<file path="src/mmflc_pkg.sv">
package mmflc_pkg;

  // Register map
  localparam int         ADDR_W          = 12;
  localparam logic [11:0] MODE_CFG_OFFSET = 12'h410;
  localparam logic [11:0] RX_LIMIT_OFFSET = 12'h414;

  // Mode register fields
  localparam int SPEED_HI  = 31;
  localparam int SPEED_LO  = 30;
  localparam int RGMII_BIT = 29;
  localparam int SGMII_BIT = 28;
  localparam int BASEX_BIT = 27;
  localparam int HOST_BIT  = 26;
  localparam int TXW_BIT   = 25;
  localparam int RXW_BIT   = 24;
  localparam int RSV_HI    = 23;
  localparam int RSV_LO    = 9;
  localparam int TIMER_HI  = 8;
  localparam int TIMER_LO  = 0;

  // Frame limit register fields
  localparam int RXEN_BIT   = 16;
  localparam int RXLEN_HI   = 14;
  localparam int RXLEN_LO   = 0;
  localparam int RXRSV_HI   = 31;
  localparam int RXRSV_LO   = 17;
  localparam int RXRSV_MID  = 15;

  // Speed codes
  localparam logic [1:0] SPEED_10   = 2'h0;
  localparam logic [1:0] SPEED_100  = 2'h1;
  localparam logic [1:0] SPEED_1000 = 2'h2;
  localparam logic [1:0] SPEED_NA   = 2'h3;

  // Reset values and standard limits
  localparam logic        HOST_IF_RESET = 1'h0;
  localparam logic [14:0] RX_LEN_RESET  = 15'h07D0;
  localparam logic [14:0] STD_LEN       = 15'h05EE;
  localparam logic [14:0] VLAN_LEN      = 15'h05F2;
  localparam int          CFG_W         = 17;

  typedef enum logic {
    MMFLC_APPLIED,
    MMFLC_PENDING
  } mmflc_apply_t;

  // Code 11 has no meaning and is never stored
  function automatic logic mmflc_speed_ok(input logic [1:0] code);
    return code != SPEED_NA;
  endfunction : mmflc_speed_ok

endpackage : mmflc_pkg

</file>
<file path="src/mmflc_ifg_apply.sv">
`timescale 1ns/1ps
module mmflc_ifg_apply
  import mmflc_pkg::*;
#(
  parameter int               W         = CFG_W,
  parameter logic [CFG_W-1:0] RESET_CFG = '0
) (
  input  wire logic         sys_clk,
  input  wire logic         srst,
  input  wire logic [W-1:0] pendingCfg,
  input  wire logic         cfgWritten,
  input  wire logic         ifgActive,
  output logic      [W-1:0] activeCfg
);

  mmflc_apply_t state;

  // Pending tracker; a write in the copy cycle keeps it pending
  always_ff @(posedge sys_clk) begin
    if (srst) begin
      state <= MMFLC_APPLIED;
    end else begin
      case (state)
        MMFLC_APPLIED: if (cfgWritten) state <= MMFLC_PENDING;
        MMFLC_PENDING: if (ifgActive && !cfgWritten) state <= MMFLC_APPLIED;
        default:       state <= MMFLC_APPLIED;
      endcase
    end
  end

  always_ff @(posedge sys_clk) begin
    if (srst) begin
      activeCfg <= RESET_CFG[W-1:0];
    end else if (ifgActive && state == MMFLC_PENDING) begin
      activeCfg <= pendingCfg;
    end
  end

  property p_apply_copy;
    @(posedge sys_clk) disable iff (srst)
    (state == MMFLC_PENDING && ifgActive) |=> activeCfg == $past(pendingCfg);
  endproperty
  a_apply_copy: assert property (p_apply_copy)
    else $error("pending config not adopted in gap");

  property p_apply_hold;
    @(posedge sys_clk) disable iff (srst)
    !ifgActive |=> $stable(activeCfg);
  endproperty
  a_apply_hold: assert property (p_apply_hold)
    else $error("active config changed outside gap");

endmodule : mmflc_ifg_apply

</file>
<file path="src/mmflc_rx_limit.sv">
`timescale 1ns/1ps
module mmflc_rx_limit
  import mmflc_pkg::*;
(
  input  wire logic        sys_clk,
  input  wire logic        srst,
  input  wire logic        maxFrameEnable,
  input  wire logic [14:0] maxFrameLength,
  input  wire logic        vlanFrameEnable,
  input  wire logic        jumboFrameEnable,
  output logic             rxLimitCheckEnable,
  output logic      [14:0] rxMaxFrameLength
);

  always_ff @(posedge sys_clk) begin
    if (srst) begin
      rxMaxFrameLength <= STD_LEN;
    end else if (maxFrameEnable) begin
      rxMaxFrameLength <= maxFrameLength;
    end else begin
      rxMaxFrameLength <= vlanFrameEnable ? VLAN_LEN : STD_LEN;
    end
  end

  always_ff @(posedge sys_clk) begin
    if (srst) begin
      rxLimitCheckEnable <= 1'h0;
    end else begin
      rxLimitCheckEnable <= !jumboFrameEnable;
    end
  end

  property p_std_len;
    @(posedge sys_clk) disable iff (srst)
    !maxFrameEnable |=> rxMaxFrameLength == ($past(vlanFrameEnable) ? 15'h05F2 : 15'h05EE);
  endproperty
  a_std_len: assert property (p_std_len)
    else $error("standard frame limit wrong");

  property p_prog_len;
    @(posedge sys_clk) disable iff (srst)
    maxFrameEnable |=> rxMaxFrameLength == $past(maxFrameLength);
  endproperty
  a_prog_len: assert property (p_prog_len)
    else $error("programmed frame limit not used");

  property p_jumbo;
    @(posedge sys_clk) disable iff (srst)
    jumboFrameEnable |=> !rxLimitCheckEnable;
  endproperty
  a_jumbo: assert property (p_jumbo)
    else $error("limit check active with jumbo frames");

endmodule : mmflc_rx_limit

</file>
<file path="src/mmflc_config_regs.sv">
`timescale 1ns/1ps
// Contract
// - Mode writes accepted anytime; interface adopts them only during inter-frame gaps.
// - Speed at bits 31-30: 10 gigabit, 01 hundred, 00 ten, 11 unused.
// - Speed resets to 1000 code, or 100 code for MII.
// - Bit 29 selects RGMII operation; resets to zero.
// - Bit 28 selects SGMII operation; resets to zero.
// - Bit 27 selects 1000BASE-X operation; resets to zero.
// - Bit 26 reports host interface enable; reads zero here.
// - Wide datapath bits 25 and 24 always read zero.
// - Reserved bits of both registers read zero.
// - Link timer held in bits 8-0; used only in SGMII or 1000BASE-X.
// - Only the speed field is writable unless FULL_MODE_CTRL is set; other mode bits then act reserved.
// - Frame limit disabled: 1518 or 1522 by VLAN setting.
// - Frame limit enabled: programmed length regardless of VLAN.
// - Jumbo reception enabled: frame limit register ignored.
// - Max length field bits 14-0, writable, resets to 0x7D0.
module mmflc_config_regs
  import mmflc_pkg::*;
#(
  parameter bit         PHY_IS_MII      = 1'b0,
  parameter bit         FULL_MODE_CTRL  = 1'b0,
  parameter logic [8:0] LINK_TIMER_INIT = 9'h000
) (
  input  wire logic              sys_clk,
  input  wire logic              srst,
  input  wire logic [ADDR_W-1:0] regAddr,
  input  wire logic [31:0]       regWrData,
  input  wire logic              regWrEn,
  input  wire logic              regRdEn,
  output logic      [31:0]       regRdData,
  input  wire logic              ifgActive,
  input  wire logic              vlanFrameEnable,
  input  wire logic              jumboFrameEnable,
  output logic      [1:0]        linkSpeed,
  output logic                   rgmiiModeEnable,
  output logic                   sgmiiModeEnable,
  output logic                   baseXModeEnable,
  output logic                   hostIfEnable,
  output logic                   txWideDatapathEnable,
  output logic                   rxWideDatapathEnable,
  output logic      [8:0]        linkTimer,
  output logic                   linkTimerEnable,
  output logic                   rxLimitCheckEnable,
  output logic      [14:0]       rxMaxFrameLength
);

  localparam logic [1:0] SPEED_INIT = PHY_IS_MII ? SPEED_100 : SPEED_1000;

  localparam logic [CFG_W-1:0] CFG_INIT = {SPEED_INIT, 3'h0, HOST_IF_RESET,
                                           2'h0, LINK_TIMER_INIT};

  logic              modeSel;
  logic              rxSel;
  logic              modeWr;
  logic              rxWr;
  logic [1:0]        speedReg;
  logic              rgmiiReg;
  logic              sgmiiReg;
  logic              baseXReg;
  logic [8:0]        timerReg;
  logic              rxEnReg;
  logic [14:0]       rxLenReg;
  logic [31:0]       modeWord;
  logic [31:0]       rxWord;
  logic [CFG_W-1:0]  pendingCfg;
  logic [CFG_W-1:0]  activeCfg;

  // Address decode
  assign modeSel = (regAddr == MODE_CFG_OFFSET);
  assign rxSel   = (regAddr == RX_LIMIT_OFFSET);
  assign modeWr  = regWrEn && modeSel;
  assign rxWr    = regWrEn && rxSel;

  always_ff @(posedge sys_clk) begin
    if (srst) begin
      speedReg <= SPEED_INIT;
    end else if (modeWr && mmflc_speed_ok(regWrData[SPEED_HI:SPEED_LO])) begin
      speedReg <= regWrData[SPEED_HI:SPEED_LO]; // Code 11 dropped
    end
  end

  always_ff @(posedge sys_clk) begin
    if (srst) begin
      rgmiiReg <= 1'h0;
      sgmiiReg <= 1'h0;
      baseXReg <= 1'h0;
    end else if (modeWr && FULL_MODE_CTRL) begin
      rgmiiReg <= regWrData[RGMII_BIT];
      sgmiiReg <= regWrData[SGMII_BIT];
      baseXReg <= regWrData[BASEX_BIT];
    end
  end

  always_ff @(posedge sys_clk) begin
    if (srst) begin
      timerReg <= LINK_TIMER_INIT;
    end else if (modeWr && FULL_MODE_CTRL) begin
      timerReg <= regWrData[TIMER_HI:TIMER_LO];
    end
  end

  always_ff @(posedge sys_clk) begin
    if (srst) begin
      rxEnReg  <= 1'h0;
      rxLenReg <= RX_LEN_RESET;
    end else if (rxWr) begin
      rxEnReg  <= regWrData[RXEN_BIT];
      rxLenReg <= regWrData[RXLEN_HI:RXLEN_LO];
    end
  end

  assign modeWord = {speedReg, rgmiiReg, sgmiiReg, baseXReg, HOST_IF_RESET,
                     2'h0, 15'h0000, timerReg};
  assign rxWord   = {15'h0000, rxEnReg, 1'h0, rxLenReg};

  // Read data valid only in the cycle after the strobe
  always_ff @(posedge sys_clk) begin
    if (srst) begin
      regRdData <= 32'h0000_0000;
    end else if (regRdEn && modeSel) begin
      regRdData <= modeWord;
    end else if (regRdEn && rxSel) begin
      regRdData <= rxWord;
    end else begin
      regRdData <= 32'h0000_0000; // Unmapped reads return zero
    end
  end

  // Live copy feeds the interface; wide bits never set
  assign pendingCfg = {speedReg, rgmiiReg, sgmiiReg, baseXReg, HOST_IF_RESET,
                       2'h0, timerReg};

  mmflc_ifg_apply #(
    .W         (CFG_W),
    .RESET_CFG (CFG_INIT)
  ) u_apply (
    .sys_clk    (sys_clk),
    .srst       (srst),
    .pendingCfg (pendingCfg),
    .cfgWritten (modeWr),
    .ifgActive  (ifgActive),
    .activeCfg  (activeCfg)
  );

  // Unpack adopted settings
  assign linkSpeed            = activeCfg[16:15];
  assign rgmiiModeEnable      = activeCfg[14];
  assign sgmiiModeEnable      = activeCfg[13];
  assign baseXModeEnable      = activeCfg[12];
  assign hostIfEnable         = activeCfg[11];
  assign txWideDatapathEnable = activeCfg[10];
  assign rxWideDatapathEnable = activeCfg[9];
  assign linkTimer            = activeCfg[8:0];

  // timer only meaningful in serial modes
  assign linkTimerEnable = sgmiiModeEnable || baseXModeEnable;

  // Limit changes need no gap; the receiver samples per frame
  mmflc_rx_limit u_rx_limit (
    .sys_clk            (sys_clk),
    .srst               (srst),
    .maxFrameEnable     (rxEnReg),
    .maxFrameLength     (rxLenReg),
    .vlanFrameEnable    (vlanFrameEnable),
    .jumboFrameEnable   (jumboFrameEnable),
    .rxLimitCheckEnable (rxLimitCheckEnable),
    .rxMaxFrameLength   (rxMaxFrameLength)
  );

  property p_speed_gap;
    @(posedge sys_clk) disable iff (srst)
    !ifgActive |=> $stable(linkSpeed);
  endproperty
  a_speed_gap: assert property (p_speed_gap)
    else $error("speed changed outside gap");

  property p_speed_adopt;
    @(posedge sys_clk) disable iff (srst)
    (modeWr && regWrData[31:30] != 2'h3) ##2 ifgActive
      |=> linkSpeed == $past(speedReg);
  endproperty
  a_speed_adopt: assert property (p_speed_adopt)
    else $error("speed not adopted in gap");

  property p_speed_write;
    @(posedge sys_clk) disable iff (srst)
    modeWr |=> speedReg == (($past(regWrData[31:30]) == 2'h3) ?
                            $past(speedReg) : $past(regWrData[31:30]));
  endproperty
  a_speed_write: assert property (p_speed_write)
    else $error("speed field write wrong");

  property p_speed_legal;
    @(posedge sys_clk) disable iff (srst)
    regRdEn && modeSel |=> regRdData[31:30] != 2'h3;
  endproperty
  a_speed_legal: assert property (p_speed_legal)
    else $error("unused speed code read back");

  property p_speed_reset;
    @(posedge sys_clk) disable iff (srst)
    $fell(srst) |-> speedReg == (PHY_IS_MII ? 2'h1 : 2'h2) && linkSpeed == speedReg;
  endproperty
  a_speed_reset: assert property (p_speed_reset)
    else $error("speed reset value wrong");

  property p_rgmii;
    @(posedge sys_clk) disable iff (srst)
    modeWr |=> rgmiiReg == (FULL_MODE_CTRL && $past(regWrData[29]));
  endproperty
  a_rgmii: assert property (p_rgmii)
    else $error("RGMII bit write wrong");

  property p_sgmii;
    @(posedge sys_clk) disable iff (srst)
    modeWr |=> sgmiiReg == (FULL_MODE_CTRL && $past(regWrData[28]));
  endproperty
  a_sgmii: assert property (p_sgmii)
    else $error("SGMII bit write wrong");

  property p_basex;
    @(posedge sys_clk) disable iff (srst)
    modeWr |=> baseXReg == (FULL_MODE_CTRL && $past(regWrData[27]));
  endproperty
  a_basex: assert property (p_basex)
    else $error("1000BASE-X bit write wrong");

  property p_host;
    @(posedge sys_clk) disable iff (srst)
    regRdEn && modeSel |=> !regRdData[26] && !hostIfEnable;
  endproperty
  a_host: assert property (p_host)
    else $error("host enable bit not zero");

  property p_wide;
    @(posedge sys_clk) disable iff (srst)
    regRdEn && modeSel |=> regRdData[25:24] == 2'h0 && !txWideDatapathEnable
                           && !rxWideDatapathEnable;
  endproperty
  a_wide: assert property (p_wide)
    else $error("wide datapath bit set");

  property p_rsv_mode;
    @(posedge sys_clk) disable iff (srst)
    regRdEn && modeSel |=> regRdData[23:9] == 15'h0000;
  endproperty
  a_rsv_mode: assert property (p_rsv_mode)
    else $error("mode reserved bits nonzero");

  property p_rsv_rx;
    @(posedge sys_clk) disable iff (srst)
    regRdEn && rxSel |=> regRdData[31:17] == 15'h0000 && !regRdData[15];
  endproperty
  a_rsv_rx: assert property (p_rsv_rx)
    else $error("frame limit reserved bits nonzero");

  property p_timer;
    @(posedge sys_clk) disable iff (srst)
    modeWr |=> timerReg == (FULL_MODE_CTRL ? $past(regWrData[8:0]) : $past(timerReg));
  endproperty
  a_timer: assert property (p_timer)
    else $error("link timer write wrong");

  property p_locked;
    @(posedge sys_clk) disable iff (srst)
    !FULL_MODE_CTRL && modeWr ##[1:2] regRdEn && modeSel
      |=> regRdData[29:0] == {3'h0, 18'h0_0000, LINK_TIMER_INIT};
  endproperty
  a_locked: assert property (p_locked)
    else $error("non-speed mode bit took a write");

  property p_rxlen;
    @(posedge sys_clk) disable iff (srst)
    rxWr ##1 !rxWr ##1 regRdEn && rxSel |=> regRdData[16:0] ==
      {$past(regWrData[16], 3), 1'h0, $past(regWrData[14:0], 3)};
  endproperty
  a_rxlen: assert property (p_rxlen)
    else $error("frame limit write not read back");

  property p_rxlen_reset;
    @(posedge sys_clk) disable iff (srst)
    $fell(srst) |-> rxLenReg == 15'h07D0 && !rxEnReg;
  endproperty
  a_rxlen_reset: assert property (p_rxlen_reset)
    else $error("frame limit reset value wrong");

  property p_rd_once;
    @(posedge sys_clk) disable iff (srst)
    !regRdEn |=> regRdData == 32'h0000_0000;
  endproperty
  a_rd_once: assert property (p_rd_once)
    else $error("read data held beyond one cycle");

  // Checks below watch only what this block drives
  property p_unmapped_rd;
    @(posedge sys_clk) disable iff (srst)
    regRdEn && !modeSel && !rxSel |=> regRdData == 32'h0000_0000;
  endproperty
  a_unmapped_rd: assert property (p_unmapped_rd)
    else $error("unmapped read not zero");

  property p_rx_write;
    @(posedge sys_clk) disable iff (srst)
    rxWr |=> rxEnReg == $past(regWrData[16]) && rxLenReg == $past(regWrData[14:0]);
  endproperty
  a_rx_write: assert property (p_rx_write)
    else $error("frame limit fields not stored");

  property p_mode_gap;
    @(posedge sys_clk) disable iff (srst)
    !ifgActive |=> $stable({rgmiiModeEnable, sgmiiModeEnable, baseXModeEnable, linkTimer});
  endproperty
  a_mode_gap: assert property (p_mode_gap)
    else $error("interface mode changed outside gap");

  property p_mode_reset;
    @(posedge sys_clk) disable iff (srst)
    $fell(srst) |-> !rgmiiModeEnable && !sgmiiModeEnable && !baseXModeEnable
                    && linkTimer == LINK_TIMER_INIT;
  endproperty
  a_mode_reset: assert property (p_mode_reset)
    else $error("interface mode reset value wrong");

  property p_limit_reset;
    @(posedge sys_clk) disable iff (srst)
    $fell(srst) |-> rxMaxFrameLength == 15'h05EE && !rxLimitCheckEnable;
  endproperty
  a_limit_reset: assert property (p_limit_reset)
    else $error("frame limit output reset wrong");

  property p_limit_check;
    @(posedge sys_clk) disable iff (srst)
    !jumboFrameEnable |=> rxLimitCheckEnable;
  endproperty
  a_limit_check: assert property (p_limit_check)
    else $error("limit check off without jumbo frames");

endmodule : mmflc_config_regs

</file>
<file path="config.mk">
export PLATFORM = sky130hd
export DESIGN_NAME = mmflc_config_regs
export DESIGN_NICKNAME = d
export VERILOG_FILES = /design/src/mmflc_pkg.sv /design/src/mmflc_ifg_apply.sv /design/src/mmflc_rx_limit.sv /design/src/mmflc_config_regs.sv
export SDC_FILE = /design/constraint.sdc
export NUM_CORES = 1
export LEC_CHECK = 0
export BUFFER_PORTS_ARGS = -buffer_cell sky130_fd_sc_hd__buf_2
export CAP_MARGIN = 20
export CORE_MARGIN = 2
export CORE_UTILIZATION = 47
export CTS_CLUSTER_DIAMETER = 80
export DETAILED_ROUTE_END_ITERATION = 12
export PLACE_DENSITY = 0.84
export RECOVER_POWER = 25
export SYNTH_ARGS = -nofsm -noshare
export SYNTH_HDL_FRONTEND = slang
export SYNTH_SLANG_ARGS = --single-unit
</file>
<file path="constraint.sdc">
create_clock -name sys_clk -period 4 [get_ports sys_clk]
set_input_delay 0.4 -clock sys_clk [delete_from_list [all_inputs] [get_ports sys_clk]]
set_output_delay 0.4 -clock sys_clk [all_outputs]
set_load 0.02 [all_outputs]
</file>
# After elaboration in Yosys (flattened, before gate mapping)
# Index checks and enable logic that the tools add are counted.
# word_totals
register_bits	69
in_bits	51
# classes
n_eq_ne	3
muxes	7
bitwise	2
n_reduce_logical	11
# op_table
op	n
2-to-1 mux 32 bit	1
equality test 12 x 11 -> 1 bit (second input constant)	2
2-to-1 mux 17 bit	1
2-to-1 mux 15 bit	1
logical AND 1 bit	7
2-to-1 mux 5 bit	1
OR reduction 3 bit	1
zero test 1 bit	2
2-to-1 mux 1 bit	2
!= test 2 bit (second input constant)	1
NOT 1 bit	2
case mux 1 bit (2 select lines)	1
OR reduction 2 bit	1

# Logic depth before layout (Yosys ltp)
# logic_depth
word_depth	6
mapped_depth	5

# By module
# A second synthesis with hierarchy kept.
# unflattened
hier_cells	266
hier_area_um2	2803.9
# modules_own_cells
mod	instances	cells_per_inst	area_per_inst_um2	seq_area_each_um2
mmflc_config_regs	1	148	1493.9	720.7
mmflc_ifg_apply	1	82	849.6	360.3
mmflc_rx_limit	1	36	460.4	320.3

# Worst setup path after synthesis
# OpenSTA, ideal clock, no wires.
# synth_timing
path_kind	input to register
start	input port regAddr[5]
end	register rxEnReg
setup_time_ps	123
arrival_time_ps	1836
required_time_ps	3877
setup_slack_ps	2041
stages	3
path_cell_list	or4b_4 nor4_4 mux2_1
# synth_via
elab_chain_cells	2
# synth_lines
element	line	text
start, declared	mmflc_config_regs.sv:27	input wire logic [ADDR_W-1:0] regAddr,
equality test 12 x 11 -> 1 bit	mmflc_config_regs.sv:71	assign rxSel = (regAddr == RX_LIMIT_OFFSET);
logical AND 1 bit	mmflc_config_regs.sv:73	assign rxWr = regWrEn && rxSel;
end signal, assigned	mmflc_config_regs.sv:108	rxEnReg <= regWrData[RXEN_BIT];
end, declared	mmflc_config_regs.sv:62	logic rxEnReg;
# No other way between the ends.
# A chain may end at the register's enable or synchronous reset.

==> results_dict.tcl <==
set metrics [dict create \
    p_clk_share_pct 35.3 \
    setup_viol 0 \
    multiInputGateArea_um2 905 \
    seq_area_frac_synth_pct 50.9 \
    cts_buffer_depth 2 \
    grt_first_pass_wirelength_um 5530 \
    slew_violations 45 \
    violations "capacitance limit, slew limit" \
    hold_path.class "input port to flop" \
    fillCellCount 394 \
    crit_required_ns 4.19 \
    min_path_cells 2 \
    synth-edff-count 0 \
    worstSetupEndpointType "flop" \
    seqPwrFrac_pct 57.1 \
    post-cts-setup-buffer-count 0 \
    r2r_cells 2 \
    drc_errors 0 \
    drv_cap 1 \
    ys_async_sr_fraction_pct 0 \
    die_h_um 71.8 \
    syn_to_final_growth_pct 17.0 \
    p_int_mw 0.757 \
    initial_utilization_pct 49.3 \
    portBuffers 72 \
    clock.fmax_mhz 428 \
    cts_hold_buf 0 \
    rsz0062_at_grt "false" \
    overflow 0 \
    core_mm2 0.00438 \
    syn_area_mm2 0.00216 \
    fin_crit_sh_pct 58.5 \
    regArea_mm2 0.00110 \
    hold_violations 0 \
    cts-root-buf "clkbuf_8" \
    dp_cells 328 \
    cts_tree "done" \
    antennaDiodeCount 0 \
    hold_ws_ns 0.239 \
    htree_levels 2 \
    postCtsResizedCells 0 \
    antenna_found_initial 0 \
    setup_tns_ns 0 \
    ys.flop_type "dfxtp_1" \
    vias 1473 \
    outcome "finished, violations left" \
    clock_latency_ns 0.29 \
    cp_slowest_stage_delay_ns 1.14 \
    ys_ff_latch 55 \
    path_class "input port to flop" \
    clock_skew_ns 0.00677 \
    fin_util_pct 57.7 \
    peakVddDrop_mv 0.205 \
    critPathArrivalTime_ns 2.53 \
    power_leakage_nw 1.09 \
    syn_area_per_cell_um2 10.3 \
    drt_iter0_drc 32 \
    worst_slew_pin_slew_ns 1.60 \
    critPathSlowestCell "clkbuf_1" \
    cp_cell_sequence "clkbuf_1 > nor2b_1 > mux2_1" \
    cp-start-kind "input port" \
    fin_nets 334 \
    ys_warn_count 0 \
    grt_start_max_net_pins 45 \
    pwr-share-comb_pct 7.6 \
    die_w_um 71.8 \
    dieArea_mm2 0.00516 \
    gp_congestion 0.712 \
    crit_fanout 44 \
    synthDistinctLibCells 30 \
    drt-total-wl_um 3540 \
    power.switching_mw 0.205 \
    rows 24 \
    avgViaCountPerCell 4.40 \
    ant_nets 0 \
    syn-instance-count 211 \
    swShare_pct 21.4 \
    grt_pass1_vias 1268 \
    cts_buffers 5 \
    ioPinCount 117 \
    place.detailed.hpwl_um 2600 \
    grt_usage_pct 13.8 \
    fin_cells 335 \
    min_period_ns 2.34 \
    numClockSinks 55 \
    drt_first_pass_iters 2 \
    clkSlewWorstSetupHoldPaths_ns 0.09 \
    wire_per_inst_um 10.6 \
    layout-drive-gt1-share_pct 23.7 \
    power.density_mw_per_mm2 380 \
    slew_headroom_pct -6.91 \
]
synthesized netlist by cell type (2+ instances only):
master    count  area share [%]
dfxtp_1      55              51
buf_4        30              10
nand2b_1     29             8.4
and2_1       22             6.4
mux2i_1      15             6.9
nor2_1       14             2.4
clkbuf_1      7             1.2
a21oi_1       4            0.93
nand2_1       4            0.69
nand4_1       3            0.87
nor2b_1       3            0.87
nor4b_1       3             1.2
a21o_1        2            0.69
nand3_1       2            0.46
nor3b_1       2            0.69
or4b_4        2             1.3
path summary, 6_finish.rpt:
| kind | startpoint | end | slack (ns) |
|---|---|---|---|
| max reg2reg | rxEnReg$_SDFFE_PP0P_ | u_rx_limit.rxMaxFrameLength[9]$_SDFF_PP0_ | 2.59 |
| min reg2reg | rxLenReg[8]$_SDFFE_PP1P_ | u_rx_limit.rxMaxFrameLength[8]$_SDFF_PP1_ | 0.46 |
| max | srst | rxEnReg$_SDFFE_PP0P_ | 1.66 |
| min | jumboFrameEnable | u_rx_limit.rxLimitCheckEnable$_SDFF_PP0_ | 0.24 |
flip-flops by register name, summed over array words and instances (netlist names):
signal	flops
regRdData	18
rxLenReg	15
u_rx_limit.rxMaxFrameLength	15
speedReg	2
u_apply.activeCfg	2
rxEnReg	1
u_apply.state	1
u_rx_limit.rxLimitCheckEnable	1
routing by layer:
layer	part of all wire (%)	GRT usage [%]	routed length [um]	vias to the layer above
met5	0	0	0	-
met3	9.6	4.22	341	4
met1	43	15.5	1540	625
met4	1.1	5.03	39	0
met2	46	24.4	1620	73
li1	-	-	-	771
final cells by class:
| type | count | share of cell area [%] |
|---|---|---|
| clock buffers | 6 | 2.87 |
| multi-input cells | 146 | 35.7 |
| flip-flops and latches | 55 | 43.5 |
| inverters | 1 | 0.148 |
| well taps | 52 | 2.57 |
| repair buffers | 74 | 14.0 |
| clock inverters | 1 | 1.19 |
stage by stage:
step / total power, mW / setup WS [ns] / cell area (um2)
after floorplan: 0.632 / 2.04 / 2270
after global placement: 0.634 / 1.87 / 2450
after detailed placement: 0.635 / 1.85 / 2450
after CTS: 0.973 / 2.18 / 2550
after global routing: 0.999 / 1.34 / 2530
final: 0.962 / 1.66 / 2530
kinds of logic after synthesis:
group                  share of synthesized area [%]
other                                          0.173
muxes                                           7.46
and+or+nand+nor                                 26.3
AOI/OAI and AO/OA                               2.89
buffers and inverters                           12.3
DFF                                             50.9
power groups by stage:
stage          Sequential [mW]  Clock [mW]  Combinational, mW
2_1_floorplan            0.565           0             0.0671
3_3_place_gp             0.562           0             0.0711
3_5_place_dp             0.563           0             0.0723
4_1_cts                  0.550       0.351             0.0724
5_1_grt                  0.550       0.370             0.0792
6_report                 0.550       0.340             0.0729
critical path, delay by kind of cell:
| kind | cells | cell delay (ns) |
|---|---|---|
| buffers and inverters | 1 | 1.14 |
| AND/OR/NAND/NOR | 1 | 0.54 |
| multiplexers | 1 | 0.44 |
placed cells by master (no fill, tap or decap), drive strengths merged, types with 2 or more instances in the layout:
master,instances
dfxtp,55
nor4,3
nand4,3
nor2b,3
nand2b,29
mux2i,15
and2,22
nor2,14
conb,30
nand3,2
nor3b,2
nor4b,3
buf,57
a21o,2
clkbuf,23
nand2,4
or4b,2
a21oi,4
No activity file was read; power rests on OpenSTA's default activity.
